### config.mk
export PLATFORM = sky130hd
export DESIGN_NAME = crb_buffer
export DESIGN_NICKNAME = d
export VERILOG_FILES = /design/src/inc/crb_pkg.sv /design/src/verilog/crb_buffer.sv /design/src/verilog/crb_sync.sv
export SDC_FILE = /design/constraint.sdc
export NUM_CORES = 1
export LEC_CHECK = 0
export BUFFER_PORTS_ARGS = -buffer_cell sky130_fd_sc_hd__buf_2
export CORE_MARGIN = 5
export CORE_UTILIZATION = 29
export CTS_BUF_LIST = sky130_fd_sc_hd__clkbuf_4 sky130_fd_sc_hd__clkbuf_8
export CTS_CLUSTER_DIAMETER = 100
export DETAILED_ROUTE_END_ITERATION = 12
export GPL_TIMING_DRIVEN = 0
export SLEW_MARGIN = 20
export SYNTH_ARGS = -nofsm -noshare
export SYNTH_HDL_FRONTEND = slang
export SYNTH_SLANG_ARGS = --single-unit
### constraint.sdc
create_clock -name mclk -period 3.41 [get_ports mclk]
set_input_delay 0.341 -clock mclk [delete_from_list [all_inputs] [get_ports mclk]]
set_output_delay 0.341 -clock mclk [all_outputs]
set_load 0.01 [all_outputs]
### src/inc/crb_pkg.sv
package crb_pkg;

    // ****************************************************************
    // Widths
    // ****************************************************************
    localparam int DATA_W = 25;
    localparam int PAIR_W = 14;

    // ****************************************************************
    // Active-input masks, bit n-1 stands for input n
    // ****************************************************************
    localparam logic [24:0] MASK_SINGLE = 25'h1FF_FFB6;
    localparam logic [24:0] MASK_PAIR_A = 25'h000_3FB6;
    localparam logic [24:0] MASK_PAIR_B = 25'h000_1BBF;

    // ****************************************************************
    // Reset values
    // ****************************************************************
    localparam logic [24:0] DATA_RST = 25'h000_0000;
    localparam logic [1:0]  SYNC_RST = 2'h0;

    typedef enum logic [1:0] {
        CRB_SINGLE,
        CRB_PAIR_A,
        CRB_PAIR_B
    } crb_mode_type;

    // Active mask for the current configuration
    function automatic logic [24:0] crb_mask(input crb_mode_type m);
        case (m)
            CRB_SINGLE: crb_mask = MASK_SINGLE;
            CRB_PAIR_A: crb_mask = MASK_PAIR_A;
            CRB_PAIR_B: crb_mask = MASK_PAIR_B;
            default:    crb_mask = MASK_SINGLE;
        endcase
    endfunction : crb_mask

endpackage : crb_pkg

### src/verilog/crb_buffer.sv
`timescale 1ns/1ps
// Notes on behaviour
// Inputs captured at the clock crossing; outputs hold otherwise.
// Mode select low: 25-bit single copy; high: 14-bit two copies.
// Bank select low picks arrangement A, high picks arrangement B.
// Active input set depends on the mode and arrangement.
// Only outputs matching active inputs are driven; others stay low.
// Two-copy mode drives both copies with the same value.
// Reset clears every flop and forces all outputs low.
// Inputs are ignored while reset is held.
// Reset needs no timing relation to clock edges.
// After release outputs stay low while inputs are low.
// System holds reset low at power-up until the clock is stable.
// Both chip selects high freeze the gated data outputs.
// Either chip select low loads the gated outputs normally.
// Reset overrides chip-select gating.
// Chip select register may be tied low when gating is unused.
// Termination and clock enable register every crossing.
// Chip select echo follows device chip select every crossing.
module crb_buffer
    import crb_pkg::*;
(
    // Clock and reset
    input  wire logic        mclk,
    input  wire logic        reset_n,
    // Configuration
    input  wire logic        fanout_mode_select,
    input  wire logic        pinout_bank_select,
    // Chip selects
    input  wire logic        device_chip_select_n,
    input  wire logic        chip_select_register_n,
    // Data and control inputs
    input  wire logic [24:0] data_in,
    input  wire logic        termination_ctrl_in,
    input  wire logic        clock_enable_ctrl_in,
    // Gated outputs, copy A and copy B
    output logic      [24:0] data_out_a,
    output logic      [24:0] data_out_b,
    // Ungated outputs
    output logic             chip_select_echo_out,
    output logic             termination_ctrl_out,
    output logic             clock_enable_ctrl_out
);

    // ****************************************************************
    // Reset release stage
    // ****************************************************************
    logic rst_sync;
    logic rst_clear;

    // Reset resynchronised
    crb_sync u_rst_sync (
        .mclk    (mclk),
        .reset_n (reset_n),
        .din     (1'b1),
        .dout    (rst_sync)
    );

    // Entry clears at once, release waits two edges
    // Held clear after release
    assign rst_clear = !reset_n || !rst_sync;

    // ****************************************************************
    // Input receivers
    // ****************************************************************
    logic [24:0] rx_data;
    logic        rx_dev_cs_n;
    logic        rx_reg_cs_n;
    logic        rx_term;
    logic        rx_cke;

    // Disabled receivers read as low
    // Receivers off in reset
    always_comb begin
        if (rst_clear) begin
            rx_data     = DATA_RST;
            rx_dev_cs_n = 1'b0;
            rx_reg_cs_n = 1'b0;
            rx_term     = 1'b0;
            rx_cke      = 1'b0;
        end else begin
            rx_data     = data_in;
            rx_dev_cs_n = device_chip_select_n;
            rx_reg_cs_n = chip_select_register_n;
            rx_term     = termination_ctrl_in;
            rx_cke      = clock_enable_ctrl_in;
        end
    end

    // ****************************************************************
    // State
    // ****************************************************************
    // Gated group can freeze, ungated group never does
    typedef struct packed {
        logic [24:0] out_a;
        logic [24:0] out_b;
    } crb_gated_type;

    typedef struct packed {
        logic echo;
        logic term;
        logic cke;
    } crb_ungated_type;

    typedef struct packed {
        crb_gated_type   gated;
        crb_ungated_type ungated;
    } crb_state_type;

    crb_state_type r_q;
    crb_state_type r_d;

    // ****************************************************************
    // Configuration decode
    // ****************************************************************
    logic         two_copy;
    logic         bank_b;
    crb_mode_type mode;
    logic [24:0]  mask;
    logic [24:0]  data_act;
    logic         freeze;
    logic         load_gated;

    // Fanout mode
    assign two_copy = fanout_mode_select;
    // Arrangement pick
    assign bank_b   = pinout_bank_select;

    // Mode from the two configuration levels
    always_comb begin
        case ({two_copy, bank_b})
            // Single copy, bank select ignored
            2'h0: begin
                mode = CRB_SINGLE;
            end
            2'h1: begin
                mode = CRB_SINGLE;
            end
            // Two copies, arrangement A
            2'h2: begin
                mode = CRB_PAIR_A;
            end
            // Two copies, arrangement B
            2'h3: begin
                mode = CRB_PAIR_B;
            end
            default: begin
                mode = CRB_SINGLE;
            end
        endcase
    end

    // Active input set
    assign mask       = crb_mask(mode);
    // Inactive bits are cut by the mask
    assign data_act   = rx_data & mask;
    // Freeze condition
    assign freeze     = rx_dev_cs_n & rx_reg_cs_n;
    // Normal load
    assign load_gated = !freeze;

    // ****************************************************************
    // Next state
    // ****************************************************************
    always_comb begin
        r_d = r_q;
        // Gated group loads unless frozen
        if (load_gated) begin
            case (mode)
                // Single copy outputs
                CRB_SINGLE: begin
                    r_d.gated.out_a = data_act;
                    r_d.gated.out_b = DATA_RST;
                end
                // Both copies, arrangement A
                CRB_PAIR_A: begin
                    r_d.gated.out_a = data_act;
                    r_d.gated.out_b = data_act;
                end
                // Both copies, arrangement B
                CRB_PAIR_B: begin
                    r_d.gated.out_a = data_act;
                    r_d.gated.out_b = data_act;
                end
                default: begin
                    r_d.gated.out_a = DATA_RST;
                    r_d.gated.out_b = DATA_RST;
                end
            endcase
        end

        // Ungated controls
        r_d.ungated.term = rx_term;
        r_d.ungated.cke  = rx_cke;
        // Echo chip select
        r_d.ungated.echo = rx_dev_cs_n;
    end

    // ****************************************************************
    // Registers
    // ****************************************************************
    // Capture on crossing
    always_ff @(posedge mclk) begin
        // Clear on reset
        // Reset wins
        if (rst_clear) begin
            r_q <= '0;
        end else begin
            r_q <= r_d;
        end
    end

    // ****************************************************************
    // Outputs
    // ****************************************************************
    // Outputs come straight from the state flops
    assign data_out_a            = r_q.gated.out_a;
    assign data_out_b            = r_q.gated.out_b;
    assign chip_select_echo_out  = r_q.ungated.echo;
    assign termination_ctrl_out  = r_q.ungated.term;
    assign clock_enable_ctrl_out = r_q.ungated.cke;

endmodule : crb_buffer

### src/verilog/crb_sync.sv
`timescale 1ns/1ps
module crb_sync
    import crb_pkg::*;
(
    // Clock and reset
    input  wire logic mclk,
    input  wire logic reset_n,
    // Level in and out
    input  wire logic din,
    output logic      dout
);
    typedef struct packed {
        logic s1;
        logic s2;
    } crb_sync_type;

    crb_sync_type r_q;
    crb_sync_type r_d;

    always_comb begin
        r_d    = r_q;
        r_d.s1 = din;
        r_d.s2 = r_q.s1;
    end

    always_ff @(posedge mclk) begin
        if (!reset_n) begin
            r_q <= crb_sync_type'(SYNC_RST);
        end else begin
            r_q <= r_d;
        end
    end

    assign dout = r_q.s2;
endmodule : crb_sync
* Word level (Yosys, flattened, before mapping) *
Cells that the tools add are included.

word-level totals
  bits in registers = 55
  bits of input ports = 33
  output and inout bits = 53
  logic and storage cells = 28

operators by class
  equality and inequality tests = 5
  multiplexer cells = 7
  bitwise operators = 2
  reduce and logical (&&, ||, !) cells = 7

operators with widths
  kind                number
  $pmux 50 s2         1
  $pmux 25 s2         1
  $and 25x25->25      1
  $mux 25             1
  $eq 2x2->1 const B  3
  $pmux 2 s3          1
  $eq 2x1->1 const B  2
  $logic_not 2->1     2
  $reduce_or 2->1     2
  $logic_not 1->1     2
  $mux 1              2
  $mux 2              1
  $and 1x1->1         1
  $logic_or 1x1->1    1

* Logic depth before layout (Yosys ltp) *
  depth in word-level cells = 7
  mapped depth = 7
  gate-level depth less buffers = 6

* Cells and area by module *
A second synthesis with hierarchy kept.

unflattened totals
  cells, all modules = 175
  area total of the unflattened synthesis = 1764.2 um2

by module, submodules not included
  module      times used  cells each  area each (um2)  seq. area each (um2)
  crb_buffer  1           171         1711.6           1021.0
  crb_sync    1           4           52.6             40.0

* Worst setup path before layout *
No wires, ideal clock.

  path kind = in2reg
  from = in fanout_mode_select
  to = reg r_q (netlist bit data_out_b[13])
  library setup time = 117 ps
  arrival = 1442 ps
  data required time = 3293 ps
  slack = 1851 ps
  cell stages on the path = 7
  path through = nand2_1 > inv_1 > ha_1 > and3b_4 > and3_4 > buf_6 > a32o_1

between the ends
  word-level cells in the longest chain between the ends = 7
  elaborated cells on any way between the ends = 13

ends and longest elaborated chain
  element                                        line                              RTL
  start, declared                                crb_buffer.sv:27                  input wire logic fanout_mode_select,
  $eq 2x1->1 or $logic_not 2->1 (tied branches)  crb_buffer.sv:131                 case ({two_copy, bank_b})
  $reduce_or 2->1 (no line)                      -
  $pmux 2 s3 (*)                                 crb_buffer.sv:131
  $eq 2x2->1 or $eq 2x1->1 (tied branches)       crb_pkg.sv:30, crb_buffer.sv:169
  $pmux 25 s2                                    crb_pkg.sv:30                     case (m)
  $and 25x25->25                                 crb_buffer.sv:156                 assign data_act = rx_data & mask;
  $pmux 50 s2 (*)                                crb_buffer.sv:169                 case (mode)
  end signal, assigned                           crb_buffer.sv:209                 r_q <= r_d;
  end, declared                                  crb_buffer.sv:110                 crb_state_type r_q;

Every way passes the cells marked *; elsewhere a longest branch is shown, timed or not.
A chain may end at the register's enable or synchronous reset.

* Final worst setup path *
  from = in fanout_mode_select
  to = reg r_q (netlist bit data_out_a[4])

between the ends
  word-level cells in the longest chain between the ends = 6
  elaborated cells on any way between the ends = 11

ends and longest elaborated chain
  element                                        line
  $eq 2x1->1 or $logic_not 2->1 (tied branches)  crb_buffer.sv:131
  $reduce_or 2->1 (no line)                      -
  $pmux 2 s3 (*)                                 crb_buffer.sv:131
  $eq 2x2->1 or $eq 2x1->1 (tied branches)       crb_buffer.sv:169
  $reduce_or 2->1 (no line)                      -
  $pmux 50 s2 (*)                                crb_buffer.sv:169

Marked as above.

==> results.ini <==
[setup_path]
cp_slowest_cell=o21ai_1
critical_path.top_delay_family=compound AO/OA/AOI/OAI gates
path_class=in -> reg
cp.required_ps=3560
worst_r2r_path_depth=3
rrSetupSlack_ps=2090
startpoint_type=input port
crit_arrival_ps=1900
startpoint=fanout_mode_select
cp-endpoint=data_out_a[4]$_SDFFE_PP0N_
worstPathMaxFanout=9
cp.depth=6
rr_startpoint=u_rst_sync.dout$_SDFF_PN0_
path_cells=buf_2 -> nand2_1 -> inv_1 -> ha_1 -> o21ai_1 -> o21ai_0
crit_path_end_kind=register
crit_buf_inv=2
timing.rr.end=data_out_a[4]$_SDFFE_PP0N_
cp_slowest_stage_delay_ps=610

[pwr]
pwr_density_cell_nw_per_um2=497
p_leak_nw=1.22
ir_worst_vdd_mv=0.207
finalPower_w=0.00119

[cts]
cts_setup_buffers=0
tritoncts=done
cts_hold_buf=0
clock_sinks=53
h-tree-depth=2
post_cts_resized=0
clk_latency_ps=300
cts_buffers=5
cts-root-buf=clkbuf_8
cts.path.max_buffers=2
clkSlewWorstSetupHoldPaths_ps=90

[grt]
grt_antenna_before_repair=0
grt_pass1_vias=1472
globalRouteTotalUtil_pct=11.9
grt-ovfl-total=0
grt_max_degree=17
grt_pass1_wl_um=7190

[detailed_routing]
vias_per_cell=4.37
ant_nets=0
drt_wl_total_um=4410
via_count=1472
drt-wirelength-per-cell_um=13.1
drt_iter0_drc=38
drc=0
drtPass1Iterations=4

[sta]
min_period_ps=1750
setup_tns_ps=0
max_freq_mhz=572
worst_pin_slew_ps=762
slew_headroom_pct=48.9
skew_ps=5.76
hold_violations=0
rsz0062_at_grt=no
finalCritPeriodShare_pct=51.2
slew_viol_final=0
setup_violations=0

[floorplan]
fp.dieH_um=87.7
fp-row-count=28
dieArea_sq_um=7690
core-area_sq_um=5890
die_width_um=87.7
start_util_pct=29.7
io_pins=86

[final_layout]
drive_gt1_share_pct=39.7
area_growth_pct=36.7
n_antenna_cell=0
nets=296
utilization_pct=40.6

[status]
status=finished, final reports clean

[synth]
syn_area_per_cell_sq_um=10.2
yosysWarnings=0
synth_area_sq_um=1750
ys_seq_area_share_pct=60.6
synth-seq-cells=53
syn_inst=171
synth_cell_type_count=23

[worst_hold_path]
min_path_type=in -> reg
hp-start=reset_n

[placed_design]
io_buffer_count=82
dpl.hpwl_um=3290
gp_congestion=0.704

[flow_run]
maxCapViolCount=0

[synth_stat cells]
cell       n  area, sq um
and3b_4    1         12.5
a32o_1     8         80.1
nor2b_1    1         6.26
dfxtp_1   53         1060
clkbuf_1   4         15.0
o211a_1    1         10.0
and3_4     1         11.3
nand3b_1   1         7.51
and2_2     1         7.51
nand2_1   42          158
buf_6      1         11.3
and2_1    11         68.8
o21ai_0   20          100
buf_4      5         37.5
nand4_1    1         6.26
a22o_1     9         78.8
inv_1      2         7.51
and4_2     1         10.0
buf_2      1         5.00
o21ai_1    1         5.00
conb_1     1         3.75
ha_1       2         25.0
and3_2     3         22.5
[registers in the layout, summed over array words and instances, names as in the netlist]
name,count
termination_ctrl_out,1
data_out_b,24
chip_select_echo_out,1
u_rst_sync.dout,1
clock_enable_ctrl_out,1
data_out_a,24
u_rst_sync.r_d,1
[per-stage QoR]
stage | instance area [sq um] | hold WS, ps | worst slack [ps] | cells
after detailed placement | 2260 | 425 | 1290 | 329
after CTS | 2390 | 208 | 1620 | 337
after global placement | 2260 | 422 | 1310 | 329
after global routing | 2390 | 220 | 1440 | 337
after floorplan | 1750 | 369 | 1850 | 172
final | 2390 | 226 | 1660 | 337
[power breakdown]
group	total, W	internal (W)	switching (W)	leakage, nW
clock network	0.000490	0.000291	0.000199	0.0681
registers	0.000633	0.000628	0.00000460	0.429
logic	0.0000665	0.0000316	0.0000349	0.727
[per-layer routing]
layer | global-route usage, % | share of wire (%)
met1 | 15.0 | 45
met2 | 19.7 | 46
met3 | 3.76 | 8.3
met4 | 3.35 | 1.1
met5 | 0 | 0
[cells by family (layout without fill, tap and decap cells)]
family | Yosys count | count (layout) | synth area share [%]
compound gates | 39 | 39 | 15.7
fa+ha+maj | 2 | 2 | 1.43
buf+inv | 13 | 103 | 4.36
flops | 53 | 53 | 60.6
other cells | 1 | 2 | 0.214
simple gates | 63 | 63 | 17.7
[layout make-up]
type | instances | area (sq um)
timing repair buffer | 82 | 410
sequential | 53 | 1060
buffer | 11 | 68.8
inverter | 2 | 7.51
clock inverter | 3 | 65.1
fill | 645 | 3490
multi-input combinational | 106 | 617
clock buffer | 5 | 68.8
tap | 75 | 93.8
[worst min path at each step]
stage                                 end  slack (ps)  cells past startpoint
4_1_cts         u_rst_sync.r_d[0]$_DFF_P_         210                      1
2_1_floorplan   u_rst_sync.r_d[0]$_DFF_P_         370                      0
5_1_grt         u_rst_sync.r_d[0]$_DFF_P_         220                      1
6_report        u_rst_sync.r_d[0]$_DFF_P_         230                      1
3_5_place_dp   u_rst_sync.dout$_SDFF_PN0_         420                      1
3_3_place_gp   u_rst_sync.dout$_SDFF_PN0_         420                      1
[cell usage in the layout (no fill, tap or decap), types with 2 or more instances in the layout]
| cell | count |
|---|---|
| and2_1 | 11 |
| o21ai_0 | 20 |
| and3_2 | 3 |
| nand2_1 | 42 |
| bufinv_16 | 2 |
| inv_1 | 2 |
| buf_2 | 83 |
| ha_1 | 2 |
| dfxtp_1 | 53 |
| clkbuf_1 | 4 |
| buf_4 | 5 |
| clkbuf_8 | 5 |
| a32o_1 | 8 |
| conb_1 | 2 |
| a22o_1 | 9 |
(Power assumes the default switching activity.)
